$ cat src/include/uml_cfg.svh
// Purpose: offsets, field positions, reset values and counts of the modem/line status block
// Assumes: 32-bit AXI4-Lite data, one register per aligned word
// Notes: printed offsets are word indexes; byte address is four times the index
`ifndef UML_CFG_SVH
`define UML_CFG_SVH

// register indexes and byte addresses
`define UML_IDX_MODEM_CONTROL 5'h04
`define UML_IDX_LINE_STATUS 5'h05
`define UML_IDX_MODEM_STATUS 5'h06
`define UML_ADDR_W 5
`define UML_ADDR_MODEM_CONTROL 5'h10
`define UML_ADDR_LINE_STATUS 5'h14
`define UML_ADDR_MODEM_STATUS 5'h18

// modem control fields
`define UML_MC_TERMINAL_READY 0
`define UML_MC_SEND_REQUEST 1
`define UML_MC_GENERAL_OUT_ONE 2
`define UML_MC_IRQ_GATE 3
`define UML_MC_LOOPBACK 4
`define UML_MC_WIDTH 5
`define UML_MC_RESET 5'h00

// line status fields
`define UML_LS_DATA_READY 0
`define UML_LS_OVERRUN 1
`define UML_LS_PARITY 2
`define UML_LS_FRAMING 3
`define UML_LS_BREAK 4
`define UML_LS_HOLD_EMPTY 5
`define UML_LS_ALL_EMPTY 6
`define UML_LS_FIFO_ERROR 7

// modem status fields: deltas in 3:0, levels in 7:4
`define UML_MS_DELTA_LSB 0
`define UML_MS_LEVEL_LSB 4

// bus responses
`define UML_RESP_OKAY 2'h0
`define UML_RESP_SLVERR 2'h2

// receive timing in 16x baud ticks
`define UML_TICKS_PER_BIT 8'h10
`define UML_HALF_BIT_TICKS 8'h08
`define UML_BREAK_CNT_W 8

`endif

$ cat src/include/uml_pkg.sv
// Purpose: shared types of the modem/line status block
// Assumes: constants come from uml_cfg.svh
// Notes: modem levels are carried active high inside the block
package uml_pkg;

    // one received character's report from the receiver
    typedef struct packed {
        logic push;
        logic parity_err;
        logic framing_err;
        logic break_err;
    } uml_rx_evt_t;

    // modem handshake levels, active high
    typedef struct packed {
        logic carrier;
        logic ring;
        logic set_ready;
        logic clear_send;
    } uml_modem_t;

endpackage

$ cat src/verilog/uml_modem_line_status.sv
// Purpose: modem control, line status and modem status registers of a serial port
// Assumes: receiver, transmitter, fifos and interrupt priority logic are neighbours on the same clock
// Notes: registers are reached over AXI4-Lite; pins are synchronised by three flops
//
// Decided for this implementation: the AXI4-Lite interface to the registers.
`timescale 1ns/10ps
`include "uml_cfg.svh"

// Functional notes
// - control bit 0 drives terminal ready low
// - control bit 1 drives send request low
// - control bit 2 is cpu-only flag
// - control bit 3 enables the interrupt pin
// - loopback idles serial out, loops transmit data
// - loopback feeds control bits to modem inputs
// - control bits 5 to 7 read zero
// - data ready set on character, cleared empty
// - overrun set on overwrite, read clears
// - parity error flagged, fifo shows at top
// - framing error on zero stop bit
// - after framing error, low is start bit
// - break after long low, half-bit high restart
// - line errors raise line status interrupt
// - holding empty set on move, write clears
// - all-empty when holding and shift empty
// - fifo error summary bit, zero without fifo
// - delta bits on send, ready, carrier changes
// - ring trailing edge flag, read clears
// - any delta raises modem status interrupt
// - status bits 4-6 show inverted inputs
// - status bit 7 shows inverted carrier
module uml_modem_line_status
    import uml_pkg::*;
(
    // clock and reset
    input wire logic clock,
    input wire logic rst,
    // axi4-lite write channels
    input wire logic [`UML_ADDR_W-1:0] s_axi_awaddr,
    input wire logic s_axi_awvalid,
    output logic s_axi_awready,
    input wire logic [31:0] s_axi_wdata,
    input wire logic [3:0] s_axi_wstrb,
    input wire logic s_axi_wvalid,
    output logic s_axi_wready,
    output logic [1:0] s_axi_bresp,
    output logic s_axi_bvalid,
    input wire logic s_axi_bready,
    // axi4-lite read channels
    input wire logic [`UML_ADDR_W-1:0] s_axi_araddr,
    input wire logic s_axi_arvalid,
    output logic s_axi_arready,
    output logic [31:0] s_axi_rdata,
    output logic [1:0] s_axi_rresp,
    output logic s_axi_rvalid,
    input wire logic s_axi_rready,
    // serial and modem pins
    input wire logic serial_in_pin,
    input wire logic clear_send_in_n,
    input wire logic set_ready_in_n,
    input wire logic ring_in_n,
    input wire logic carrier_in_n,
    output logic serial_out_pin,
    output logic terminal_ready_out_n,
    output logic send_request_out_n,
    output logic irq_pin_out,
    output logic irq_pin_oe,
    // receiver side
    input wire uml_rx_evt_t rx_evt,
    input wire uml_rx_evt_t rx_top,
    input wire logic rx_top_new,
    input wire logic rx_empty,
    input wire logic rx_fifo_full,
    input wire logic rx_fifo_err_present,
    input wire logic baud_tick16,
    input wire logic [3:0] char_bits,
    output logic rx_line,
    output logic rx_resync,
    output logic rx_enable,
    output logic break_char_push,
    // transmitter side
    input wire logic tx_serial,
    input wire logic tx_hold_write,
    input wire logic tx_hold_to_shift,
    input wire logic tx_shift_busy,
    input wire logic tx_fifo_empty,
    // mode, enables and interrupt hookup
    input wire logic fifo_mode,
    input wire logic [3:0] irq_enable,
    input wire logic irq_request,
    output logic line_status_irq,
    output logic hold_empty_irq,
    output logic modem_status_irq,
    output logic loopback
);

    logic [`UML_MC_WIDTH-1:0] modem_control;
    logic [4:0] sync1;
    logic [4:0] sync2;
    logic [4:0] sync3;
    logic [4:0] pin_stable;
    uml_modem_t modem_now;
    uml_modem_t modem_prev;
    logic [3:0] modem_delta;
    logic rx_data_ready;
    logic overrun_flag;
    logic parity_fail_flag;
    logic framing_fail_flag;
    logic break_flag;
    logic tx_holding_empty;
    logic tx_all_empty;
    logic fifo_err_flag;
    logic [`UML_ADDR_W-1:0] aw_addr;
    logic [31:0] w_data;
    logic [3:0] w_strb;
    logic wr_fire;
    logic rd_take;
    logic line_status_read;
    logic modem_status_read;
    logic [7:0] line_status;
    logic [7:0] modem_status;
    logic [7:0] next_rdata;
    logic [`UML_BREAK_CNT_W+3:0] low_ticks;
    logic [`UML_BREAK_CNT_W-1:0] high_ticks;
    logic [`UML_BREAK_CNT_W+3:0] char_ticks;
    logic in_break;
    logic break_detect;
    logic top_errs;

    // both halves held, no answer pending
    assign wr_fire = !s_axi_awready && !s_axi_wready && !s_axi_bvalid;
    assign rd_take = s_axi_arvalid && s_axi_arready;
    assign line_status_read = rd_take && (s_axi_araddr == `UML_ADDR_LINE_STATUS);
    assign modem_status_read = rd_take && (s_axi_araddr == `UML_ADDR_MODEM_STATUS);

    // aw and w in either order, then response
    always_ff @(posedge clock) begin
        if (rst) begin
            s_axi_awready <= 1'b1;
            s_axi_wready <= 1'b1;
            s_axi_bvalid <= 1'b0;
            s_axi_bresp <= `UML_RESP_OKAY;
            aw_addr <= '0;
            w_data <= '0;
            w_strb <= '0;
        end else begin
            if (s_axi_awvalid && s_axi_awready) begin
                aw_addr <= s_axi_awaddr;
                s_axi_awready <= 1'b0;
            end
            if (s_axi_wvalid && s_axi_wready) begin
                w_data <= s_axi_wdata;
                w_strb <= s_axi_wstrb;
                s_axi_wready <= 1'b0;
            end
            if (wr_fire) begin
                s_axi_bvalid <= 1'b1;
                // unmapped addresses error
                if (aw_addr == `UML_ADDR_MODEM_CONTROL || aw_addr == `UML_ADDR_LINE_STATUS ||
                    aw_addr == `UML_ADDR_MODEM_STATUS) begin
                    s_axi_bresp <= `UML_RESP_OKAY;
                end else begin
                    s_axi_bresp <= `UML_RESP_SLVERR;
                end
            end
            if (s_axi_bvalid && s_axi_bready) begin
                s_axi_bvalid <= 1'b0;
                s_axi_awready <= 1'b1;
                s_axi_wready <= 1'b1;
            end
        end
    end

    // modem control; low byte lane only
    always_ff @(posedge clock) begin
        if (rst) begin
            modem_control <= `UML_MC_RESET;
        end else if (wr_fire && aw_addr == `UML_ADDR_MODEM_CONTROL && w_strb[0]) begin
            modem_control <= w_data[`UML_MC_WIDTH-1:0];
        end
    end

    // captured at the taking edge, before read side effects
    always_comb begin
        next_rdata = 8'h00;
        case (s_axi_araddr)
            `UML_ADDR_MODEM_CONTROL: next_rdata = {3'h0, modem_control};
            `UML_ADDR_LINE_STATUS: next_rdata = line_status;
            `UML_ADDR_MODEM_STATUS: next_rdata = modem_status;
            default: next_rdata = 8'h00;
        endcase
    end

    // read channel: one read in flight
    always_ff @(posedge clock) begin
        if (rst) begin
            s_axi_arready <= 1'b1;
            s_axi_rvalid <= 1'b0;
            s_axi_rdata <= 32'h0000_0000;
            s_axi_rresp <= `UML_RESP_OKAY;
        end else begin
            if (rd_take) begin
                s_axi_arready <= 1'b0;
                s_axi_rvalid <= 1'b1;
                s_axi_rdata <= {24'h00_0000, next_rdata};
                if (s_axi_araddr == `UML_ADDR_MODEM_CONTROL || s_axi_araddr == `UML_ADDR_LINE_STATUS ||
                    s_axi_araddr == `UML_ADDR_MODEM_STATUS) begin
                    s_axi_rresp <= `UML_RESP_OKAY;
                end else begin
                    s_axi_rresp <= `UML_RESP_SLVERR;
                end
            end
            if (s_axi_rvalid && s_axi_rready) begin
                s_axi_rvalid <= 1'b0;
                s_axi_arready <= 1'b1;
            end
        end
    end

    // three-flop sync; flops two and three must agree
    always_ff @(posedge clock) begin
        if (rst) begin
            sync1 <= 5'h1f;
            sync2 <= 5'h1f;
            sync3 <= 5'h1f;
            pin_stable <= 5'h1f;
        end else begin
            sync1 <= {serial_in_pin, carrier_in_n, ring_in_n, set_ready_in_n, clear_send_in_n};
            sync2 <= sync1;
            sync3 <= sync2;
            pin_stable <= (sync2 & sync3) | (pin_stable & (sync2 ^ sync3));
        end
    end

    // loopback swaps the pins for control bits
    always_comb begin
        if (modem_control[`UML_MC_LOOPBACK]) begin
            modem_now.clear_send = modem_control[`UML_MC_SEND_REQUEST];
            modem_now.set_ready = modem_control[`UML_MC_TERMINAL_READY];
            modem_now.ring = modem_control[`UML_MC_GENERAL_OUT_ONE];
            modem_now.carrier = modem_control[`UML_MC_IRQ_GATE];
        end else begin
            modem_now.clear_send = ~pin_stable[0];
            modem_now.set_ready = ~pin_stable[1];
            modem_now.ring = ~pin_stable[2];
            modem_now.carrier = ~pin_stable[3];
        end
    end

    // change detect; set beats read clear
    always_ff @(posedge clock) begin
        if (rst) begin
            modem_prev <= '0;
            modem_delta <= 4'h0;
        end else begin
            modem_prev <= modem_now;
            modem_delta[0] <= (modem_now.clear_send ^ modem_prev.clear_send) |
                              (modem_delta[0] & ~modem_status_read);
            modem_delta[1] <= (modem_now.set_ready ^ modem_prev.set_ready) |
                              (modem_delta[1] & ~modem_status_read);
            // ring pin rising means active-high ring falling
            modem_delta[2] <= (modem_prev.ring & ~modem_now.ring) |
                              (modem_delta[2] & ~modem_status_read);
            modem_delta[3] <= (modem_now.carrier ^ modem_prev.carrier) |
                              (modem_delta[3] & ~modem_status_read);
        end
    end

    // current levels in the top nibble
    assign modem_status = {modem_now.carrier, modem_now.ring, modem_now.set_ready,
                           modem_now.clear_send, modem_delta};

    // data ready: new char beats empty
    always_ff @(posedge clock) begin
        if (rst) begin
            rx_data_ready <= 1'b0;
        end else if (rx_evt.push || break_char_push) begin
            rx_data_ready <= 1'b1;
        end else if (rx_empty) begin
            rx_data_ready <= 1'b0;
        end
    end

    // overrun: unread char overwritten, or fifo full
    always_ff @(posedge clock) begin
        if (rst) begin
            overrun_flag <= 1'b0;
        end else if (rx_evt.push && (fifo_mode ? rx_fifo_full : rx_data_ready)) begin
            overrun_flag <= 1'b1;
        end else if (line_status_read) begin
            overrun_flag <= 1'b0;
        end
    end

    // char errors: direct, or from the fifo top
    always_ff @(posedge clock) begin
        if (rst) begin
            parity_fail_flag <= 1'b0;
            framing_fail_flag <= 1'b0;
            break_flag <= 1'b0;
        end else if (fifo_mode) begin
            parity_fail_flag <= (rx_top_new & rx_top.parity_err) |
                                (parity_fail_flag & ~line_status_read);
            framing_fail_flag <= (rx_top_new & rx_top.framing_err) |
                                 (framing_fail_flag & ~line_status_read);
            break_flag <= (rx_top_new & rx_top.break_err) | (break_flag & ~line_status_read);
        end else begin
            parity_fail_flag <= (rx_evt.push & rx_evt.parity_err) |
                                (parity_fail_flag & ~line_status_read);
            framing_fail_flag <= (rx_evt.push & rx_evt.framing_err) |
                                 (framing_fail_flag & ~line_status_read);
            break_flag <= break_detect | (break_flag & ~line_status_read);
        end
    end

    // summary kept while errors remain
    assign top_errs = rx_evt.push & (rx_evt.parity_err | rx_evt.framing_err | rx_evt.break_err);
    always_ff @(posedge clock) begin
        if (rst) begin
            fifo_err_flag <= 1'b0;
        end else if (!fifo_mode) begin
            fifo_err_flag <= 1'b0;
        end else if (top_errs || break_char_push) begin
            fifo_err_flag <= 1'b1;
        end else if (line_status_read) begin
            fifo_err_flag <= rx_fifo_err_present;
        end
    end

    // outside fifo mode, move into shifter wins over cpu write
    always_ff @(posedge clock) begin
        if (rst) begin
            tx_holding_empty <= 1'b1;
            tx_all_empty <= 1'b1;
        end else begin
            if (fifo_mode) begin
                tx_holding_empty <= tx_fifo_empty & ~tx_hold_write;
            end else if (tx_hold_to_shift) begin
                tx_holding_empty <= 1'b1;
            end else if (tx_hold_write) begin
                tx_holding_empty <= 1'b0;
            end
            tx_all_empty <= tx_holding_empty & ~tx_shift_busy & ~tx_hold_write;
        end
    end

    assign line_status = {fifo_err_flag, tx_all_empty, tx_holding_empty, break_flag,
                          framing_fail_flag, parity_fail_flag, overrun_flag, rx_data_ready};

    // break watch in 16x ticks; char_bits is whole frame
    assign char_ticks = {4'h0, char_bits, 4'h0};
    always_ff @(posedge clock) begin
        if (rst) begin
            low_ticks <= '0;
            high_ticks <= '0;
            in_break <= 1'b0;
            break_detect <= 1'b0;
            break_char_push <= 1'b0;
            rx_enable <= 1'b1;
        end else begin
            break_detect <= 1'b0;
            break_char_push <= 1'b0;
            if (rx_line) begin
                low_ticks <= '0;
                if (baud_tick16 && in_break) begin
                    high_ticks <= high_ticks + 8'h01;
                end
                // restart only after half a bit of idle line
                if (in_break && high_ticks >= `UML_HALF_BIT_TICKS) begin
                    in_break <= 1'b0;
                    rx_enable <= 1'b1;
                end
            end else begin
                high_ticks <= '0;
                if (baud_tick16 && !in_break) begin
                    low_ticks <= low_ticks + 12'h001;
                end
                if (!in_break && low_ticks > char_ticks) begin
                    in_break <= 1'b1;
                    rx_enable <= 1'b0;
                    break_detect <= 1'b1;
                    break_char_push <= fifo_mode; // one zero character per break in fifo mode
                end
            end
        end
    end

    // framing error, line low: new start bit
    always_ff @(posedge clock) begin
        if (rst) begin
            rx_resync <= 1'b0;
        end else begin
            rx_resync <= rx_evt.push & rx_evt.framing_err & ~rx_line;
        end
    end

    // pins; loopback idles modem outputs and serial out
    always_ff @(posedge clock) begin
        if (rst) begin
            serial_out_pin <= 1'b1;
            terminal_ready_out_n <= 1'b1;
            send_request_out_n <= 1'b1;
            rx_line <= 1'b1;
            loopback <= 1'b0;
        end else begin
            loopback <= modem_control[`UML_MC_LOOPBACK];
            serial_out_pin <= modem_control[`UML_MC_LOOPBACK] | tx_serial;
            rx_line <= modem_control[`UML_MC_LOOPBACK] ? tx_serial : pin_stable[4];
            terminal_ready_out_n <= modem_control[`UML_MC_LOOPBACK] |
                                    ~modem_control[`UML_MC_TERMINAL_READY];
            send_request_out_n <= modem_control[`UML_MC_LOOPBACK] |
                                  ~modem_control[`UML_MC_SEND_REQUEST];
        end
    end

    // irqs live on in loopback, gated by enables
    always_ff @(posedge clock) begin
        if (rst) begin
            line_status_irq <= 1'b0;
            hold_empty_irq <= 1'b0;
            modem_status_irq <= 1'b0;
            irq_pin_out <= 1'b0;
            irq_pin_oe <= 1'b0;
        end else begin
            line_status_irq <= irq_enable[2] &
                (overrun_flag | parity_fail_flag | framing_fail_flag | break_flag);
            hold_empty_irq <= irq_enable[1] & tx_holding_empty;
            modem_status_irq <= irq_enable[3] & (|modem_delta);
            // pin floats unless the gate bit is set; loopback does not change this
            irq_pin_oe <= modem_control[`UML_MC_IRQ_GATE];
            irq_pin_out <= irq_request & modem_control[`UML_MC_IRQ_GATE];
        end
    end

endmodule

$ cat config.mk
export PLATFORM = sky130hd
export DESIGN_NAME = uml_modem_line_status
export DESIGN_NICKNAME = d
export VERILOG_FILES = /design/src/include/uml_pkg.sv /design/src/verilog/uml_modem_line_status.sv
export VERILOG_INCLUDE_DIRS = /design/src /design/src/include
export SDC_FILE = /design/constraint.sdc
export NUM_CORES = 1
export LEC_CHECK = 0
export ABC_AREA = 1
export BUFFER_PORTS_ARGS = -buffer_cell sky130_fd_sc_hd__buf_4
export CORE_ASPECT_RATIO = 2
export CORE_MARGIN = 1.5
export CORE_UTILIZATION = 55
export CTS_CLUSTER_SIZE = 30
export DETAILED_ROUTE_END_ITERATION = 16
export GPL_TIMING_DRIVEN = 0
export PLACE_DENSITY = 0.88
export SETUP_SLACK_MARGIN = 0.4
export SLEW_MARGIN = 5
export SYNTH_ARGS = -nofsm -noshare
export SYNTH_HDL_FRONTEND = slang
export SYNTH_SLANG_ARGS = --single-unit
$ cat constraint.sdc
create_clock -name clock -period 2.5 [get_ports clock]
set_input_delay 0.5 -clock clock [delete_from_list [all_inputs] [get_ports clock]]
set_output_delay 0.5 -clock clock [all_outputs]
set_load 0.02 [all_outputs]
==> impl_metrics.yaml, run 1 <==
run_status:
  status: "completed"
synthesis:
  netlist_area_um2: 4447
  synth_area_per_cell_um2: 7.654
  synth.top_cell.area_share_pct: 45.92
  synth_seq_area_share_pct: 45.92
  yosys_warnings: 0
  synth_area_leader_cell: "dfxtp_1"
  synth_seq_cells: 102
  synthTopCellsByArea: "dfxtp_1, nand2_1, nor2_1, inv_1, buf_4"
  synthCells: 581
  ys_types: 38
sta:
  period_share_pct: 61.69
  hold_viol_final: 0
  grt_setup_unrepaired: "no"
  final-setup-viol-count: 0
  slew_violations: 0
  layout_min_cycle_time_ns: 1.542
  skew_ns: 0.01095
  setup_tns_ns: 0
  fmax_mhz: 648.4
  setup_ws_ns: 0.9577
hold_path:
  hp-class: "in2reg"
  min_delay_path_depth: 2
  worstHoldStart: "ring_in_n"
  hold_end: "sync1[2]$_SDFF_PP1_"
setup_path:
  crit_buf_inv: 1
  slowest_stage: "dfxtp_1"
  cp_max_fo: 5
  crit_arrival_ns: 1.04
  r2r-start: "low_ticks[0]$_SDFFE_PP0P_"
  cp_cell_sequence: "buf_4"
  cpLargestDelayFamily: "flip-flops"
  worst-r2r-setup-slack_ns: 1.01
  critPathKind: "reg2out"
  required_ns: 2.00
  cp_slowest_stage_delay_ns: 0.49
  r2r-end: "low_ticks[6]$_SDFFE_PP0P_"
  startpoint_type: "register"
  crit_path_start: "rx_line$_SDFF_PP1_"
  reg2reg_depth: 6
  end_kind: "output port"
die:
  die_area_um2: 8666
  rows: 46
  chipHeight_um: 130.2
  die_w_um: 66.58
  core_um2: 7885
  pin_count: 140
  initial_core_util_pct: 56.39
final_layout:
  syn2layout_area_growth_pct: 24.79
  drive_above_1_share_pct: 22.51
  antenna_cells: 0
  final_nets: 796
  fillCellCount: 631
placement:
  routabilityCongestion: 0.9279
  dp_slack_ns: 0.7783
  port_buffers: 80
  dpl.hpwl_mm: 8.382
global_route:
  grt_overflow_total: 0
  grt_use_total_pct: 26.30
  grt_pass1_vias: 4054
  grt_pass1_wl_mm: 17.33
  grt_max_degree: 20
  antenna_found_initial: 0
cts:
  numCtsBuffers: 9
  cts.sinks: 102
  root_buffer: "clkbuf_16"
  path_clk_slew_ns: 0.08
  cts_max_level: 3
  cts_tree: "done"
  cts_hold_buf: 0
  post_cts_resized: 0
  worstSkewPairLatency_ns: 0.35
  postCtsSetupBuffers: 0
  clockBufferDepth: 2
detailed_routing:
  vias_per_cell: 5.178
  avgRoutedWirePerCell_um: 13.67
  drt_wl_total_mm: 10.91
  dr.pass1.iters: 5
  drtIter0Drc: 250
  drc: 0
  num_vias: 4132
  drtAntennaViolNets: 0
power:
  clkPwrFrac_pct: 39.3
  seqPwrFrac_pct: 49.9
  powerDensity_nw_per_um2: 619.8
  p_comb_share_pct: 10.9
  p_sw_w: 0.0008976
  ir_drop_v: 0.0004375
  p_leak_nw: 2.624
  p_int_w: 0.002542
  netSwitchingFraction_pct: 26.10
run:
  maxCapViolations: 0
[worst max path at each step]
| stage | slack, ns | endpoint | depth (start not counted) |
|---|---|---|---|
| floorplan | 1.14 | rx_enable$_SDFFE_PP1P_ | 9 |
| global placement | 0.76 | tx_holding_empty$_SDFFE_PP1P_ | 5 |
| detailed placement | 0.78 | tx_holding_empty$_SDFFE_PP1P_ | 5 |
| CTS | 0.97 | rx_line | 1 |
| global route | 0.87 | low_ticks[10]$_SDFFE_PP0P_ | 6 |
| finish | 0.96 | rx_line | 1 |
[routing by layer]
metal	up-vias	GRT usage, %	wire length [um]
met5	-	0	0
met4	0	18.37	599
met3	42	4.138	489
met2	137	50.82	6192
met1	1904	23.47	3624
li1	2049	-	-
[state kept, by name (all words and copies together), names as in the netlist, 5 cells and up]
register and flops:
s_axi_rdata 8, pin_stable 5, w_data 5, aw_addr 5
sync1 5, modem_control 5, sync3 5, low_ticks 12
high_ticks 8, sync2 5
[cell usage after synthesis]
cell	count
nand2_1	115
dfxtp_1	102
nor2_1	76
inv_1	68
a21oi_1	35
o21ai_0	31
buf_4	26
nand3_1	21
nand4_1	20
or2_2	15
ha_1	13
nor3_1	9
clkbuf_1	7
buf_2	5
a31oi_1	4
nor2_4	4
o21ai_1	3
nand3_2	2
nor2_2	2
nor3_4	2
nor4_1	2
o21a_1	2
xor2_1	2
a211oi_1	1
a21boi_0	1
a32oi_1	1
buf_6	1
clkinv_2	1
conb_1	1
nand2_2	1
nand2_4	1
nand3_4	1
nor3_2	1
o211ai_1	1
o21bai_1	1
o311ai_0	1
o31ai_1	1
xnor2_1	1
[power by group through the flow]
stage               Sequential [W]  Combinational [W]  Clock [W]
global placement           0.00175           0.000355          0
finish                     0.00172           0.000373    0.00135
global route               0.00172           0.000410    0.00142
CTS                        0.00172           0.000371    0.00136
detailed placement         0.00175           0.000367          0
floorplan                  0.00176           0.000213          0
[metrics by stage]
stage          utilization (%)  hold slack, ns  instances  power (W)  instance area [um^2]
4_1_cts                  70.37          0.3243        798   0.003447                  5549
3_5_place_dp             66.72          0.4005        782   0.002119                  5261
2_1_floorplan                -          0.3895        606   0.001973                  4541
6_report                 70.37          0.3287        798   0.003439                  5549
3_3_place_gp             66.72          0.3927        782   0.002105                  5261
5_1_grt                  70.37          0.3228        798   0.003554                  5549
[cell families (layout without fill, tap and decap cells)]
logic type	Yosys count	after routing	share of synthesized area (%)
AND/OR/NAND/NOR	272	272	28.19
buffers and inverters	108	204	11.65
flip-flops	102	102	45.92
AO/OA/AOI/OAI	82	82	9.905
adder cells (fa/ha/maj)	13	13	3.658
XOR/XNOR	3	3	0.5910
other	1	26	0.08433
[layout by cell type (no fill, tap or decap), types with 2 or more instances in the layout]
cell type and instances:
nand2_1 115, buf_4 106, dfxtp_1 102, nor2_1 76
inv_1 68, a21oi_1 35, o21ai_0 31, conb_1 26
nand3_1 21, nand4_1 20, or2_2 15, ha_1 13
nor3_1 9, clkbuf_16 9, clkbuf_1 7, buf_2 5
a31oi_1 4, nor2_4 4, o21ai_1 3, inv_6 3
o21a_1 2, xor2_1 2, nor2_2 2, nand3_2 2
clkinv_2 2, nor4_1 2, nor3_4 2, inv_8 2
[cell type report]
type | count | area, um^2 | share of cell area, %
sequential | 102 | 2042 | 36.80
multi-input combinational | 396 | 1981 | 35.69
timing repair buffer | 80 | 600.6 | 10.82
inverter | 69 | 260.3 | 4.690
buffer | 39 | 257.7 | 4.645
clock buffer | 9 | 225.2 | 4.059
tap | 96 | 120.1 | 2.165
clock inverter | 7 | 62.56 | 1.127
No activity file was read; power rests on OpenSTA's default activity.
==> inputs of run 2 (changes only) <==
--- a/config.mk
+++ b/config.mk
@@ -6,15 +6,15 @@
 export SDC_FILE = /design/constraint.sdc
 export NUM_CORES = 1
 export LEC_CHECK = 0
-export ABC_AREA = 1
+export ABC_AREA = 0
 export BUFFER_PORTS_ARGS = -buffer_cell sky130_fd_sc_hd__buf_4
 export CORE_ASPECT_RATIO = 2
 export CORE_MARGIN = 1.5
-export CORE_UTILIZATION = 55
+export CORE_UTILIZATION = 45
 export CTS_CLUSTER_SIZE = 30
 export DETAILED_ROUTE_END_ITERATION = 16
 export GPL_TIMING_DRIVEN = 0
-export PLACE_DENSITY = 0.88
+export PLACE_DENSITY = 0.78
 export SETUP_SLACK_MARGIN = 0.4
 export SLEW_MARGIN = 5
 export SYNTH_ARGS = -nofsm -noshare
==> constraint.sdc (replaced) <==
create_clock -name clock -period 1.3 [get_ports clock]
set_input_delay 0.26 -clock clock [delete_from_list [all_inputs] [get_ports clock]]
set_output_delay 0.26 -clock clock [all_outputs]
set_load 0.02 [all_outputs]
==> run 2 against run 1 <==
Global-route usage fell by 1.1 points. Register-to-register slack got worse by 1.3 ns. Critical path type is now reg2reg. Clock power rose by 91%. Worst hold slack got worse by 0.22 ns. Sequential cell count did not move. Highest routed layer unchanged. Combinational power rose to 2.8 times the previous value. Core utilization rose by 7.3 points. Largest power group unchanged. The flow now finishes with violations (negative setup slack). Wire length rose by 36%. Critical path depth rose by 5.
==> impl_metrics.yaml, run 2 <==
run_status:
  status: "complete, but fails checks"
  violations: "negative setup slack"
detailed_routing:
  avgRoutedWirePerCell_um: 20.03
  drtAntennaViolNets: 0
  drc: 0
  drtIter0Drc: 303
  vias_per_cell: 5.603
  dr.pass1.iters: 5
  num_vias: 4135
  drt_wl_total_mm: 14.79
synthesis:
  synth_enable_flop_cells: 0
  yosys_warnings: 0
  synth_ff_type: "dfxtp_1"
  synth_area_leader_cell: "dfxtp_1"
  synth_area_per_cell_um2: 9.153
  synthCells: 460
  synth_seq_cells: 102
  synth.top_cell.area_share_pct: 48.50
  synthTopCellsByCount: "dfxtp_1, nor2_1, nand2_1"
  synth_seq_area_share_pct: 48.50
  synthTopCellsByArea: "dfxtp_1, buf_4, ha_1, a21oi_1, nor2_1"
  ys_types: 48
  netlist_area_um2: 4210
  synth_most_common_cell: "dfxtp_1"
  synthArstFlopShare_pct: 0
placement:
  dpl.hpwl_mm: 8.124
  port_buffers: 77
  dp_slack_ns: -0.2758
  routabilityCongestion: 0.8242
run:
  maxCapViolations: 0
final_layout:
  syn2layout_area_growth_pct: 66.33
  top_regs: "low_ticks (12), high_ticks (8), s_axi_rdata (8)"
  multiInputGateArea_um2: 2649
  largest_register_ffs: 12
  layout_common_cells: "buf_4, buf_6, dfxtp_2, dfxtp_1, nor2_1"
  top_register: "low_ticks"
  antenna_cells: 0
  final_nets: 731
  fillCellCount: 511
  layout_commonest_cell: "buf_4"
  drive_above_1_share_pct: 59.59
  regArea_um2: 2125
die:
  chipHeight_um: 139.8
  core_um2: 9012
  die_w_um: 71.40
  rows: 49
  die_area_um2: 9980
  pin_count: 140
  initial_core_util_pct: 46.72
sta:
  setup_tns_ns: -1.987
  worst_pin_slew_ns: 0.5499
  maxSlewHeadroom_pct: 63.34
  final-setup-viol-count: 22
  period_share_pct: 122.8
  slew_violations: 0
  grt_setup_unrepaired: "yes"
  setup_ws_ns: -0.2970
  skew_ns: 0.007406
  hold_viol_final: 0
  fmax_mhz: 626.2
  layout_min_cycle_time_ns: 1.597
setup_path:
  cp_cell_sequence: "inv_1 > ha_1 > nand4bb_1 > nor3_2 > a211o_2 > o21a_1"
  cp_max_fo: 4
  required_ns: 1.54
  critPathKind: "reg2reg"
  cp_slowest_stage_delay_ns: 0.40
  startpoint_type: "register"
  end_kind: "register"
  crit_arrival_ns: 1.84
  slowest_stage: "dfxtp_1"
power:
  p_comb_share_pct: 15.2
  p_leak_nw: 2.989
  p_int_w: 0.005204
  seqPwrFrac_pct: 47.7
  netSwitchingFraction_pct: 25.22
  powerDensity_nw_per_um2: 993.8
  p_sw_w: 0.001755
  clkPwrFrac_pct: 37.1
  ir_drop_v: 0.0007960
cts:
  cts_max_level: 3
  path_clk_slew_ns: 0.06
  worstSkewPairLatency_ns: 0.35
  cts_tree: "done"
  cts.sinks: 102
  numCtsBuffers: 9
  clockBufferDepth: 2
  root_buffer: "clkbuf_16"
global_route:
  antenna_found_initial: 0
  grt_pass1_wl_mm: 19.66
  grt_use_total_pct: 25.22
  grt_pass1_vias: 4124
  grt_max_degree: 16
  grt_overflow_total: 0
hold_path:
  hp-class: "in2reg"
run 2: cell count changes in the layout (fill, tap and decap cells not counted), moves of 23 or more:
| cell | previous run | this run |
|---|---|---|
| a21oi_1 | 35 | 10 |
| buf_6 | 1 | 61 |
| dfxtp_1 | 102 | 46 |
| dfxtp_2 | 0 | 51 |
| inv_1 | 68 | 15 |
| nand2_1 | 115 | 14 |
| nor2_1 | 76 | 38 |
| o21ai_0 | 31 | 8 |
run 2: cell type report:
class / count / area share (%)
Timing Repair Buffer: 135 / 18.65
Inverter: 18 / 0.9648
Multi-Input combinational cell: 320 / 37.82
Sequential cell: 102 / 30.34
Clock buffer: 14 / 3.913
Tap cell: 102 / 1.822
Buffer: 46 / 6.414
Clock inverter: 1 / 0.07147
run 2: path summary, 6_finish.rpt:
check                                  from  slack, ns                     end  cells past startpoint
hold / removal                serial_in_pin       0.10     sync1[4]$_SDFF_PP1_                      2
setup / recovery  low_ticks[1]$_SDFFE_PP0P_      -0.30  rx_enable$_SDFFE_PP1P_                      6
hold reg to reg         sync1[4]$_SDFF_PP1_       0.42     sync2[4]$_SDFF_PP1_                      1
setup reg to reg  low_ticks[1]$_SDFFE_PP0P_      -0.30  rx_enable$_SDFFE_PP1P_                      6
run 2: repair_timing:
item	CTS	global route
buffers inserted	41	15
endpoints found under the setup margin	96	107
resized for setup	136	94
hold buffers	0	0
gates cloned	1	2
pin swaps	56	58
run 2: per-stage QoR:
stage               area, um^2  util (%)  hold slack (ns)  cells  power (W)
detailed placement        5346     59.32           0.4134    664   0.004092
floorplan                 4641         -           0.3528    485   0.003822
global route              7003     77.70           0.1026    738   0.007166
finish                    7003     77.70           0.1042    738   0.006960
global placement          5346     59.32           0.4113    664   0.004073
CTS                       6482     71.93           0.1040    721   0.006745
run 2: layer usage:
metal | vias to the layer above | GRT usage [%] | share of wire, %
met5 | - | 0 | 0
met1 | 1993 | 22.96 | 32
met3 | 62 | 5.214 | 4.6
li1 | 1878 | - | -
met4 | 0 | 10.43 | 5.1
met2 | 202 | 50.68 | 59
run 2: cells by family after synthesis:
kind of cell | Yosys count | share of synthesized area [%]
AOI/OAI and AO/OA | 77 | 11.89
xor gates and xnor gates | 15 | 3.120
adders and majority gates | 13 | 3.863
buffers and inverters | 64 | 8.202
DFF | 102 | 48.50
muxes | 14 | 3.388
other | 1 | 0.08907
and+or+nand+nor | 174 | 20.95
run 2: power by group through the flow:
stage | logic [W] | clock network (W) | registers, W
after floorplan | 0.000449 | 0 | 0.00337
after global placement | 0.000721 | 0 | 0.00335
after detailed placement | 0.000735 | 0 | 0.00336
after CTS | 0.000889 | 0.00256 | 0.00329
after global routing | 0.00111 | 0.00274 | 0.00333
final | 0.00105 | 0.00258 | 0.00332
run 2: worst max-delay path: cells and delay by family (launching register included):
kind,cells,cell delay [ns]
AO/OA/AOI/OAI,2,0.54
AND/OR/NAND/NOR,2,0.20
adder cells (fa/ha/maj),1,0.22
buffers and inverters,1,0.13
flip-flops,1,0.40
==> inputs of run 3 (changes only) <==
--- a/config.mk
+++ b/config.mk
@@ -6,15 +6,15 @@
 export SDC_FILE = /design/constraint.sdc
 export NUM_CORES = 1
 export LEC_CHECK = 0
-export ABC_AREA = 0
+export ABC_AREA = 1
 export BUFFER_PORTS_ARGS = -buffer_cell sky130_fd_sc_hd__buf_4
 export CORE_ASPECT_RATIO = 2
 export CORE_MARGIN = 1.5
-export CORE_UTILIZATION = 45
+export CORE_UTILIZATION = 48
+export CTS_BUF_LIST = sky130_fd_sc_hd__clkbuf_8
 export CTS_CLUSTER_SIZE = 30
 export DETAILED_ROUTE_END_ITERATION = 16
-export GPL_TIMING_DRIVEN = 0
-export PLACE_DENSITY = 0.78
+export PLACE_DENSITY = 0.82
 export SETUP_SLACK_MARGIN = 0.4
 export SLEW_MARGIN = 5
 export SYNTH_ARGS = -nofsm -noshare
==> run 3 against run 2 <==
The flow still finishes with violations (negative setup slack). Wire length down 3.4%. Sequential power about the same. Maximum frequency increased by 20%. Combinational power fell by 9%. Sequential cell count is the same. Worst hold slack lost 0.054 ns. Sequential share of layout area rose by 1.4 points. Setup slack better by 0.27 ns. Core utilization shrank 2.6 points. Critical path depth increased by 2. Via count grew 12%. Critical path type unchanged.
==> impl_metrics.yaml, run 3 (synthesis results as in run 1) <==
run_status:
  status: "complete, but fails checks"
  violations: "negative setup slack"
cts:
  cts_max_level: 3
  cts.sinks: 102
  root_buffer: "clkbuf_8"
  clockBufferDepth: 2
  numCtsBuffers: 9
  worstSkewPairLatency_ns: 0.38
  cts_tree: "done"
  path_clk_slew_ns: 0.11
sta:
  layout_min_cycle_time_ns: 1.329
  final-setup-viol-count: 8
  skew_ns: 0.01863
  grt_setup_unrepaired: "yes"
  fmax_mhz: 752.3
  setup_ws_ns: -0.02933
  hold_viol_final: 0
  period_share_pct: 102.3
  slew_violations: 0
  setup_tns_ns: -0.1079
placement:
  dp_slack_ns: 0.004013
  dpl.hpwl_mm: 7.878
  placed_area_um2: 5353
  port_buffers: 81
  routabilityCongestion: 0.8871
final_layout:
  largest_register_ffs: 12
  top_regs: "low_ticks (12), high_ticks (8), s_axi_rdata (8)"
  top_register: "low_ticks"
  layout_common_cells: "nand2_1, buf_4, nor2_1, buf_6, inv_1"
  regArea_um2: 2152
  fillCellCount: 560
  antenna_cells: 0
  multiInputGateArea_um2: 2755
  drive_above_1_share_pct: 51.66
  final_nets: 816
  layout_commonest_cell: "nand2_1"
  syn2layout_area_growth_pct: 52.31
  design_area_um2: 6773
setup_path:
  required_ns: 1.58
  end_kind: "register"
  reg2reg_depth: 8
  cp_cell_sequence: "buf_6 > nand2_4 > clkinv_4 > nand2_8 > nor3_4 > nand3_1 > nand2_1 > nor2_1"
  cp_slowest_stage_delay_ns: 0.38
  startpoint_type: "register"
  crit_arrival_ns: 1.61
  critPathKind: "reg2reg"
  slowest_stage: "dfxtp_4"
  cp_max_fo: 4
global_route:
  grt_overflow_total: 0
  grt_max_degree: 35
  antenna_found_initial: 0
  grt_pass1_wl_mm: 18.31
  grt_pass1_vias: 4201
  grt_use_total_pct: 23.07
detailed_routing:
  vias_per_cell: 5.607
  drtAntennaViolNets: 0
  dr.pass1.iters: 6
  num_vias: 4620
  drc: 0
  drt_wl_total_mm: 14.29
  drtIter0Drc: 362
  avgRoutedWirePerCell_um: 17.34
die:
  initial_core_util_pct: 49.34
  rows: 49
  die_w_um: 71.06
  pin_count: 140
  die_area_um2: 9886
  chipHeight_um: 139.1
  core_um2: 9012
power:
  p_leak_nw: 2.938
  ir_drop_v: 0.0007789
  powerDensity_nw_per_um2: 907.3
hold_path:
  min_delay_path_depth: 2
  hp-class: "in2reg"
run:
  maxCapViolations: 0
## run 3: layer usage
metal | track usage, % | share of wire [%]
met1 | 21.97 | 32
met2 | 43.58 | 56
met3 | 4.215 | 5.4
met4 | 14.10 | 6.0
met5 | 0 | 0
## run 3: repair_timing
item	4_1_cts	5_1_grt
hold buffers	0	0
buffers inserted	24	24
cloned	1	1
pin swaps	29	68
setup endpoints to repair	78	93
resized for setup	117	139
hold endpoints to repair	0	0
## run 3: layout make-up
| class | count | share of cell area [%] |
|---|---|---|
| multi-input cells | 396 | 40.68 |
| flip-flops and latches | 102 | 31.78 |
| repair buffers | 139 | 18.70 |
| inverters | 69 | 4.378 |
| clock buffers | 10 | 2.032 |
| well taps | 102 | 1.884 |
| clock inverters | 6 | 0.5542 |
## run 3: final timing paths
path / from / to / slack (ns)
max: in_break$_SDFFE_PP0P_ / high_ticks[5]$_SDFFE_PP0P_ / -0.03
min: tx_shift_busy / tx_all_empty$_SDFF_PP1_ / 0.05
max reg2reg: in_break$_SDFFE_PP0P_ / high_ticks[5]$_SDFFE_PP0P_ / -0.03
min reg2reg: sync1[0]$_SDFF_PP1_ / sync2[0]$_SDFF_PP1_ / 0.43
## run 3: report_power, final
group | switching (W) | leakage (nW) | internal (W)
combinational | 0.000519 | 1.99 | 0.000434
clock | 0.00113 | 0.0982 | 0.000748
sequential | 0.000104 | 0.853 | 0.00321
total | 0.00175 | 2.94 | 0.00439
## run 3: through the flow
stage / util [%] / hold slack (ns) / power (W) / std cells
after floorplan: - / 0.3528 / 0.003862 / 606
after global placement: 59.39 / 0.4119 / 0.004040 / 758
after detailed placement: 59.39 / 0.4162 / 0.004063 / 758
after CTS: 67.43 / 0.05475 / 0.005935 / 799
after global routing: 75.15 / 0.06095 / 0.006320 / 824
final: 75.15 / 0.05008 / 0.006145 / 824
## run 3: critical path: cells and delay by family, from the launching register on
| family | cells | cell delay [ns] |
|---|---|---|
| and+or+nand+nor | 6 | 0.66 |
| buffers and inverters | 2 | 0.19 |
| DFF | 1 | 0.38 |
